**src/acs_pkg.sv**
```systemverilog
// Purpose: shared constants and types of the conversion sequencer
// Assumes: 8-bit converter, registers on a 32-bit apb bus
// Notes:   conversion counts are in system clock cycles
package acs_pkg;

  // ****************************************
  // register map
  // ****************************************
  localparam int          ADDR_W      = 8;
  localparam logic [7:0]  CTL_ONE_OFS = 8'h00;
  localparam logic [7:0]  CTL_TWO_OFS = 8'h04;
  localparam logic [7:0]  RES_VAL_OFS = 8'h08;
  localparam logic [7:0]  RES_FLG_OFS = 8'h0c;

  // ****************************************
  // field positions and reset values
  // ****************************************
  localparam int          CHAN_LSB    = 0;
  localparam int          CHAN_W      = 4;
  localparam int          DISABLE_BIT = 4;
  localparam int          START_BIT   = 7;
  localparam int          TIME_LSB    = 1;
  localparam int          TIME_W      = 3;
  localparam int          REF_BIT     = 5;
  localparam int          BUSY_BIT    = 4;
  localparam int          DONE_BIT    = 5;
  localparam logic [6:0]  CTL_ONE_RST = 7'h10;
  localparam logic [5:0]  CTL_TWO_RST = 6'h00;
  localparam logic [7:0]  RESULT_RST  = 8'h00;

  // ****************************************
  // conversion durations, in fc cycles
  // ****************************************
  localparam int          CNT_W       = 11;
  localparam logic [10:0] CYC_39      = 11'd39;
  localparam logic [10:0] CYC_78      = 11'd78;
  localparam logic [10:0] CYC_156     = 11'd156;
  localparam logic [10:0] CYC_312     = 11'd312;
  localparam logic [10:0] CYC_624     = 11'd624;
  localparam logic [10:0] CYC_1248    = 11'd1248;

  // reserved codes fall back to the middle setting
  function automatic logic [10:0] conv_cycles(input logic [2:0] sel);
    case (sel)
      3'h0:    conv_cycles = CYC_39;
      3'h2:    conv_cycles = CYC_78;
      3'h3:    conv_cycles = CYC_156;
      3'h4:    conv_cycles = CYC_312;
      3'h5:    conv_cycles = CYC_624;
      3'h6:    conv_cycles = CYC_1248;
      default: conv_cycles = CYC_312;
    endcase
  endfunction

  // ****************************************
  // types
  // ****************************************
  typedef enum logic [1:0] {
    st_idle = 2'b00,
    st_conv = 2'b01
  } acs_state_type;

  typedef struct packed {
    logic [3:0] channel;
    logic       input_disable;
    logic       ref_on;
    logic       sampling;
  } acs_analog_ctl_type;

endpackage

```
**src/acs_conv_timer.sv**
```systemverilog
// Purpose: down counter that times one conversion
// Assumes: load is a single-cycle strobe, abort may stay high for many cycles, both on pclk
// Notes:   expire pulses in the last cycle of the count
`timescale 1ns/1ps
module acs_conv_timer #(
  parameter int W = 11
) (
  // clock and reset
  input  wire logic         pclk,
  input  wire logic         presetn,
  // control
  input  wire logic         load,
  input  wire logic [W-1:0] load_count,
  input  wire logic         abort,
  // status
  output logic              running,
  output logic              expire
);

  logic [W-1:0] count;

  always_ff @(posedge pclk or negedge presetn) begin
    if (!presetn) begin
      count <= '0;
    end else if (load) begin
      count <= load_count;
    end else if (abort) begin
      count <= '0;
    end else if (count != '0) begin
      count <= count - W'(1);
    end
  end

  assign running = (count != '0);
  assign expire  = (count == W'(1)) && !abort;

endmodule

```
**src/acs_sequencer.sv**
```systemverilog
// Purpose: apb-controlled sequencer around an 8-bit sar converter
// Assumes: low_power_mode comes from the clock controller on pclk
// Notes:   analog_code comes from the analog core and is resynchronised
//
// Notes on behaviour
// - channel select field of control one routes that input to the converter
// - input disable field of control one is passed to the analog pins
// - time field of control two picks conversion length in clock cycles
// - writing 1 to bit 7 of control one starts a conversion
// - at time-out store result, set done flag, pulse interrupt together
// - reading the result clears the done flag
// - new start clears done but old result stays until completion
// - result is an unsigned 8-bit value
// - stop or slow mode aborts and resets both control registers
// - stop or slow mode discards earlier results
// - no automatic restart after leaving stop or slow mode
// - reference disconnected while in stop or slow mode
// - start bit clears itself once the conversion begins
// - busy flag set at start, cleared at completion or low power
//
// Design decisions made here: the placing of the registers and the APB slave port.
`timescale 1ns/1ps
module acs_sequencer (
  // clock and reset
  input  wire logic                      pclk,
  input  wire logic                      presetn,
  // apb slave
  input  wire logic                      psel,
  input  wire logic                      penable,
  input  wire logic                      pwrite,
  input  wire logic [acs_pkg::ADDR_W-1:0] paddr,
  input  wire logic [31:0]               pwdata,
  output logic [31:0]                    prdata,
  output logic                           pready,
  output logic                           pslverr,
  // power mode
  input  wire logic                      low_power_mode,
  // analog core
  input  wire logic [7:0]                analog_code,
  output acs_pkg::acs_analog_ctl_type    analog_ctl,
  // event
  output logic                           conv_done_irq
);

  // ****************************************
  // state
  // ****************************************
  acs_pkg::acs_state_type state;
  logic [6:0]             ctl_one;
  logic [5:0]             ctl_two;
  logic                   conv_start_bit;
  logic [7:0]             conv_result_value;
  logic                   conv_done_flag;
  logic [7:0]             code_meta;
  logic [7:0]             code_sync;
  logic                   timer_running;
  logic                   timer_expire;
  logic                   begin_conv;
  logic                   finish_conv;
  logic                   conv_busy_flag;

  // ****************************************
  // bus decode
  // ****************************************
  logic setup_phase;
  logic access_phase;
  logic wr_access;
  logic rd_access;
  logic addr_hit;
  logic sel_one;
  logic sel_two;
  logic sel_val;
  logic sel_flg;

  assign setup_phase  = psel && !penable;
  assign access_phase = psel && penable;
  assign wr_access    = access_phase && pwrite;
  assign rd_access    = access_phase && !pwrite;

  assign sel_one  = (paddr == acs_pkg::CTL_ONE_OFS);
  assign sel_two  = (paddr == acs_pkg::CTL_TWO_OFS);
  assign sel_val  = (paddr == acs_pkg::RES_VAL_OFS);
  assign sel_flg  = (paddr == acs_pkg::RES_FLG_OFS);
  assign addr_hit = sel_one || sel_two || sel_val || sel_flg;

  // every access finishes in its first access cycle
  assign pready  = access_phase;
  assign pslverr = access_phase && !addr_hit;

  assign conv_busy_flag = (state == acs_pkg::st_conv);
  assign begin_conv     = conv_start_bit && !conv_busy_flag && !low_power_mode;
  assign finish_conv    = conv_busy_flag && timer_expire && !low_power_mode;

  // ****************************************
  // read data
  // ****************************************
  // captured in the setup cycle so prdata is a flop output
  always_ff @(posedge pclk or negedge presetn) begin
    if (!presetn) begin
      prdata <= 32'h0000_0000;
    end else if (setup_phase && !pwrite) begin
      prdata <= 32'h0000_0000;
      if (sel_one) begin
        prdata[6:0]                  <= ctl_one;
        prdata[acs_pkg::START_BIT]   <= conv_start_bit;
      end else if (sel_two) begin
        prdata[5:0]                  <= ctl_two;
      end else if (sel_val) begin
        prdata[7:0]                  <= conv_result_value;
      end else if (sel_flg) begin
        prdata[acs_pkg::DONE_BIT]    <= conv_done_flag;
        prdata[acs_pkg::BUSY_BIT]    <= conv_busy_flag;
      end
    end
  end

  // ****************************************
  // control registers
  // ****************************************
  always_ff @(posedge pclk or negedge presetn) begin
    if (!presetn) begin
      ctl_one <= acs_pkg::CTL_ONE_RST;
      ctl_two <= acs_pkg::CTL_TWO_RST;
    end else if (low_power_mode) begin
      ctl_one <= acs_pkg::CTL_ONE_RST;
      ctl_two <= acs_pkg::CTL_TWO_RST;
    end else if (wr_access) begin
      if (sel_one) begin
        ctl_one <= pwdata[6:0];
      end
      if (sel_two) begin
        ctl_two <= pwdata[5:0];
      end
    end
  end

  // ****************************************
  // start bit
  // ****************************************
  // a start written while busy or still pending is dropped, never restarts
  always_ff @(posedge pclk or negedge presetn) begin
    if (!presetn) begin
      conv_start_bit <= 1'b0;
    end else if (low_power_mode) begin
      conv_start_bit <= 1'b0;
    end else if (wr_access && sel_one && pwdata[acs_pkg::START_BIT]) begin
      conv_start_bit <= !(conv_busy_flag || conv_start_bit);
    end else if (conv_start_bit) begin
      conv_start_bit <= 1'b0;
    end
  end

  // ****************************************
  // conversion sequence
  // ****************************************
  always_ff @(posedge pclk or negedge presetn) begin
    if (!presetn) begin
      state <= acs_pkg::st_idle;
    end else begin
      case (state)
        acs_pkg::st_idle: begin
          if (begin_conv) begin
            state <= acs_pkg::st_conv;
          end
        end
        acs_pkg::st_conv: begin
          // busy ends on finish or abort
          if (low_power_mode || finish_conv) begin
            state <= acs_pkg::st_idle;
          end
        end
        default: begin
          state <= acs_pkg::st_idle;
        end
      endcase
    end
  end

  acs_conv_timer #(
    .W          (acs_pkg::CNT_W)
  ) u_timer (
    .pclk       (pclk),
    .presetn    (presetn),
    .load       (begin_conv),
    .load_count (acs_pkg::conv_cycles(ctl_two[acs_pkg::TIME_LSB +: acs_pkg::TIME_W])),
    .abort      (low_power_mode),
    .running    (timer_running),
    .expire     (timer_expire)
  );

  // ****************************************
  // analog code resynchroniser
  // ****************************************
  always_ff @(posedge pclk or negedge presetn) begin
    if (!presetn) begin
      code_meta <= 8'h00;
      code_sync <= 8'h00;
    end else begin
      code_meta <= analog_code;
      code_sync <= code_meta;
    end
  end

  // ****************************************
  // result and done flag
  // ****************************************
  always_ff @(posedge pclk or negedge presetn) begin
    if (!presetn) begin
      conv_result_value <= acs_pkg::RESULT_RST;
    end else if (low_power_mode) begin
      conv_result_value <= acs_pkg::RESULT_RST;
    end else if (finish_conv) begin
      conv_result_value <= code_sync;
    end
  end

  always_ff @(posedge pclk or negedge presetn) begin
    if (!presetn) begin
      conv_done_flag <= 1'b0;
    end else if (low_power_mode) begin
      conv_done_flag <= 1'b0;
    end else if (finish_conv) begin
      // set wins over a same-cycle read
      conv_done_flag <= 1'b1;
    end else if (rd_access && sel_val) begin
      conv_done_flag <= 1'b0;
    end else if (begin_conv) begin
      conv_done_flag <= 1'b0;
    end
  end

  always_ff @(posedge pclk or negedge presetn) begin
    if (!presetn) begin
      conv_done_irq <= 1'b0;
    end else begin
      conv_done_irq <= finish_conv;
    end
  end

  // ****************************************
  // analog side controls
  // ****************************************
  always_comb begin
    analog_ctl.channel       = ctl_one[acs_pkg::CHAN_LSB +: acs_pkg::CHAN_W];
    analog_ctl.input_disable = ctl_one[acs_pkg::DISABLE_BIT];
    analog_ctl.ref_on        = ctl_two[acs_pkg::REF_BIT] && !low_power_mode;
    analog_ctl.sampling      = conv_busy_flag && timer_running;
  end

  logic [10:0] elapsed;
  logic [10:0] want_cycles;

  always_ff @(posedge pclk or negedge presetn) begin
    if (!presetn) begin
      elapsed     <= 11'd0;
      want_cycles <= 11'd0;
    end else if (begin_conv) begin
      elapsed     <= 11'd1;
      want_cycles <= acs_pkg::conv_cycles(ctl_two[acs_pkg::TIME_LSB +: acs_pkg::TIME_W]);
    end else if (conv_busy_flag) begin
      elapsed     <= elapsed + 11'd1;
    end
  end
endmodule

```
**config.mk**
```make
export PLATFORM = sky130hd
export DESIGN_NAME = acs_sequencer
export DESIGN_NICKNAME = d
export VERILOG_FILES = /design/src/acs_pkg.sv /design/src/acs_conv_timer.sv /design/src/acs_sequencer.sv
export SDC_FILE = /design/constraint.sdc
export NUM_CORES = 1
export LEC_CHECK = 0
export ABC_AREA = 0
export BUFFER_PORTS_ARGS = -buffer_cell sky130_fd_sc_hd__buf_2
export CAP_MARGIN = 20
export CELL_PAD_IN_SITES_DETAIL_PLACEMENT = 1
export CELL_PAD_IN_SITES_GLOBAL_PLACEMENT = 2
export CORE_ASPECT_RATIO = 1.5
export CORE_UTILIZATION = 33
export DETAILED_ROUTE_END_ITERATION = 8
export PLACE_DENSITY_LB_ADDON = 0.1
export SYNTH_ARGS = -nofsm -noshare
export SYNTH_HDL_FRONTEND = slang
export SYNTH_SLANG_ARGS = --single-unit
```
**constraint.sdc**
```tcl
create_clock -name pclk -period 4.7 [get_ports pclk]
set_clock_uncertainty 0.2 [all_clocks]
set_input_delay 0.235 -clock pclk [delete_from_list [all_inputs] [get_ports pclk]]
set_output_delay 0.235 -clock pclk [all_outputs]
set_load 0.01 [all_outputs]
```
* Word-level counts from Yosys, hierarchy flattened
Cells that the tools add are included. W data, S select, Z words.
Word-level totals: output and inout port bits 42, word-level logic and storage cells 91, bits of input ports 54, bits in registers 61
Operators by class: eq/ne operators 11, add/sub/neg operators 1, mux-type cells 28, reductions and logical operators 40
Operators with widths (count):
- $pmux W11 S5 | 1
- $mux W11 | 3
- $mux W6 | 4
- $mux W8 | 3
- $mux W7 | 3
- $eq A8 B4 Y1 const B | 2
- $logic_and A1 B1 Y1 | 16
- $mux W2 | 6
- $eq A11 B1 Y1 const B | 1
- $reduce_bool A11 Y1 | 1
- $sub A11 B1 Y11 const B | 1
- $eq A8 B3 Y1 const B | 1
- $logic_not A8 Y1 | 1
- $reduce_bool A2 Y1 | 4
- $eq A3 B2 Y1 const B | 2
- $eq A3 B3 Y1 const B | 2
- $logic_not A1 Y1 | 6
- $mux W1 | 6
- $reduce_and A2 Y1 | 3
- $logic_or A1 B1 Y1 | 5
- $mux W4 | 1
- $pmux W2 S2 | 1
- $reduce_bool A4 Y1 | 1
- $logic_not A3 Y1 | 1
- 5 further kinds | 5

* Logic depth before layout (Yosys ltp)
word-level depth 8, mapped depth 7, depth with buffers taken out 6

* By module
Synthesis repeated with hierarchy kept, for this count alone.
Second synthesis, totals: cells, all modules 305, area total of the unflattened synthesis 3009.1 µm²
By module, submodules not included:
- acs_sequencer | cells an instance 227, times used 1, area an instance 2301.0 µm², sequential area each 1227.4 µm²
- acs_conv_timer | cells an instance 78, times used 1, area an instance 708.2 µm², sequential area each 275.3 µm²

* Least setup slack after synthesis
No wires, ideal clock.
kind register to register, start register u_timer.count[3], end register conv_result_value[0], data arrival time 1690 ps, library setup time 132 ps, stages on the path, launching flop included 6, data required time 4368 ps, buffers on the path 1, path slack 2678 ps, clock period less this slack 2022 ps, cell sequence dfrtp_1 -> or4_1 -> buf_2 -> nor4_4 -> mux2i_1 -> nor2_1
On the way: word-level cells in the longest chain between the ends 5
Ends and longest elaborated chain:
- start: declaration | RTL line acs_conv_timer.sv:20 | logic [W-1:0] count;
- start signal: assignment | RTL line acs_conv_timer.sv:26 | count <= load_count;
- start signal: assignment | RTL line acs_conv_timer.sv:30 | count <= count - W'(1);
- $eq A11 B1 Y1 | RTL line acs_conv_timer.sv:35 | assign expire = (count == W'(1)) && !abort;
- $logic_and A1 B1 Y1 | RTL line acs_conv_timer.sv:35
- $logic_and A1 B1 Y1 (2 in a row) | RTL line acs_sequencer.sv:92 | assign finish_conv = conv_busy_flag && timer_expire && !low_power_mode;
- $reduce_bool A2 Y1 (no line)
- end signal: assignment | RTL line acs_sequencer.sv:209 | conv_result_value <= acs_pkg::RESULT_RST;
- end signal: assignment | RTL line acs_sequencer.sv:211 | conv_result_value <= acs_pkg::RESULT_RST;
- end signal: assignment | RTL line acs_sequencer.sv:213 | conv_result_value <= code_sync;
- end: declaration | RTL line acs_sequencer.sv:52 | logic [7:0] conv_result_value;
Every way passes these cells. A chain may end at the register's enable or synchronous reset.

* Final worst setup path
Same ends and word-level chain as after synthesis.

==> impl_metrics.py <==
metrics = {
    "placement": {
        "detailedPlace.worstSlack_ns": 2.03,
        "placed_cell_area_um2": 3140,
        "hpwl_mm": 5.07,
        "portBuffers": 47,
        "globalplace.congestion": 0.721,
        "dp_cells": 422,
    },
    "cts": {
        "cts_setup_buffers": 0,
        "clkTransAtPathRegs_ns": 0.05,
        "clk_path_buf_depth": 2,
        "clk_latency_ns": 0.32,
        "clock_sinks": 60,
        "cts-htree-levels": 3,
        "root_buffer": "clkbuf_16",
        "cts_tree": "yes",
        "cts_buffers": 9,
    },
    "routing": {
        "drtIter0Drc": 82,
        "num_vias": 2203,
        "wl_per_cell_um": 15.8,
        "ant_nets": 0,
        "drc": 0,
        "firstDrtPassIters": 6,
        "drt_wl_total_mm": 7.20,
        "via_per_inst": 4.84,
    },
    "critical_path": {
        "path_class": "reg2reg",
        "path_max_fanout": 18,
        "critPathRequiredTime_ns": 4.69,
        "crit_start": "u_timer.count[3]",
        "cp.arrival_ns": 2.63,
        "r2r_start": "u_timer.count[3]",
        "critPathCaptureType": "register",
        "cp-start-kind": "register",
    },
    "run_status": {
        "status": "finished, final reports clean",
    },
    "yosys": {
        "synth_xor_area_share_pct": 0.887,
        "synth_ff_type": "dfrtp_1",
        "synth_fa_ha_area_share_pct": 0.845,
        "yosysUniqueCellTypes": 45,
        "synth.area.top_cells": "dfrtp_1, buf_4, mux2i_1",
        "ys_warn_count": 0,
        "synth_seq_cells": 60,
        "synthArstFlopShare_pct": 100,
        "synth_top_area_share_pct": 49.9,
        "yosysTopAreaCell": "dfrtp_1",
        "synth_simple_gate_area_share_pct": 19.0,
        "netlist_area_um2": 2960,
        "synth_top_family_by_area": "simple AND/OR/NAND/NOR gates",
        "synthTopCellsByCount": "dfrtp_1, buf_4, nor2_1",
        "yosysMostFrequentCell": "dfrtp_1",
        "ys_seq_area_share_pct": 50.7,
        "muxShareOfSynthArea_pct": 8.28,
        "synth_compound_area_share_pct": 9.84,
        "synth_edf_count": 0,
        "syn_inst": 285,
        "syn_area_per_cell_um2": 10.4,
    },
    "timing": {
        "finalSetupViolations": 0,
        "final_hold_viol_count": 0,
        "min_period_ns": 2.64,
        "tightest_slew_ns": 0.948,
        "rsz0062_at_grt": "no",
        "post-route-period-util_pct": 56.2,
        "slew_viol_final": 0,
        "fmax_mhz": 379,
        "holdWs_ns": 0.105,
        "maxSlewHeadroom_pct": 36.4,
        "fin_ws_ns": 2.06,
        "tns_ns": 0,
    },
    "floorplanning": {
        "num_rows": 42,
        "core_um2": 8780,
        "dieArea_um2": 9370,
        "ioPinCount": 96,
        "die_w_um": 79.4,
        "initial_core_util_pct": 33.7,
        "die_h_um": 118,
    },
    "layout": {
        "diodes": 0,
        "layout-drive-gt1-share_pct": 19.1,
        "fillCellCount": 1012,
        "areaGrowthSynthToFinish_pct": 21.3,
        "final_area_um2": 3590,
        "final_nets": 396,
        "fin_util_pct": 40.9,
        "final_cells": 455,
    },
    "power_and_ir_drop": {
        "p_sw_mw": 0.454,
        "power_mw": 1.55,
        "p_clk_share_pct": 40.2,
        "leakagePower_nw": 1.71,
        "irDropWorstVdd_mv": 0.222,
        "p_comb_share_pct": 20.8,
        "swShare_pct": 29.3,
        "power.internal_mw": 1.10,
        "cellPowerDensity_nw_per_um2": 432,
        "seqPwrFrac_pct": 39.0,
    },
    "hold_path": {
        "min-delay-start": "psel",
        "hold_class": "in2reg",
    },
    "grt": {
        "grt_pass1_vias": 2252,
        "grt-ovfl-total": 0,
        "grt_pass1_wl_mm": 11.6,
        "antenna_found_initial": 0,
        "grt.total_usage_pct": 17.0,
        "grt_max_degree": 61,
    },
    "flow_run": {
        "maxCapViolations": 0,
    },
}
## worst max-delay path: stages, from the launching register on
cell,delay [ns]
dfrtp_1,0.41
or4_1,0.72
nor4_4,0.84
mux2i_1,0.27
nor2_1,0.05
## sequential cells by signal, summed over array words and instances (netlist names)
register,flops
conv_start_bit,1
code_sync,8
ctl_one,7
ctl_two,6
conv_result_value,8
conv_done_flag,1
u_timer.count,11
code_meta,8
state,1
conv_done_irq,1
prdata,8
## power by group through the flow
| stage | clock network [mW] | registers [mW] | logic, mW |
|---|---|---|---|
| final | 0.624 | 0.605 | 0.323 |
| after global routing | 0.666 | 0.612 | 0.358 |
| after CTS | 0.645 | 0.605 | 0.326 |
| after detailed placement | 0 | 0.614 | 0.313 |
| after global placement | 0 | 0.611 | 0.309 |
| after floorplan | 0 | 0.599 | 0.255 |
## cell families after synthesis
logic type / count (synthesis)
AO/OA/AOI/OAI: 48
XOR/XNOR: 3
adder cells (fa/ha/maj): 2
buffers and inverters: 49
flip-flops: 60
multiplexers: 22
other: 1
AND/OR/NAND/NOR: 100
## layout make-up
type	count	area (um^2)	area share, %
well taps	110	138	3.83
multi-input cells	199	1240	34.5
inverters	5	18.8	0.523
clock inverters	2	35.0	0.976
clock buffers	14	244	6.79
repair buffers	65	413	11.5
flip-flops and latches	60	1500	41.8
## what timing repair did
| action | in CTS | in global routing |
|---|---|---|
| hold buffers | 17 | 0 |
| hold endpoints to repair | 81 | 0 |
| resized for setup | 0 | 0 |
## routing by layer
metal / GRT usage [%] / routed length, um / vias up
met5: 0 / 0 / -
met4: 8.64 / 210 / 0
met2: 30.0 / 3990 / 42
met1: 18.3 / 2800 / 1097
met3: 4.34 / 208 / 15
li1: - / - / 1049
## cells in the final DEF, fill, tap and decap left out, drive strengths merged, types with 4 or more instances in the layout
cell         netlist  final
buf               35     48
nor4               4      4
a21oi             13     13
or4                4      4
o21ai             19     19
dlygate4sd3        0     17
nor3               7      7
nor2              26     26
inv                5      5
conb               1     24
nand2b            10     10
mux2i             20     20
nor2b              7      7
nand2             22     22
dfrtp             59     59
clkbuf             9     14
## path summary, 6_finish.rpt
| path | to | slack [ns] | cells after the start |
|---|---|---|---|
| worst max-delay path | conv_result_value[0] | 2.06 | 4 |
| worst min-delay path | prdata[2] | 0.10 | 3 |
| worst max register to register | conv_result_value[0] | 2.06 | 4 |
| worst min register to register | code_sync[3] | 0.14 | 0 |
| max in group asynchronous | ctl_two[0] | 3.39 | 3 |
| min in group asynchronous | u_timer.count[3] | 0.38 | 3 |
No activity file was read; power rests on OpenSTA's default activity.
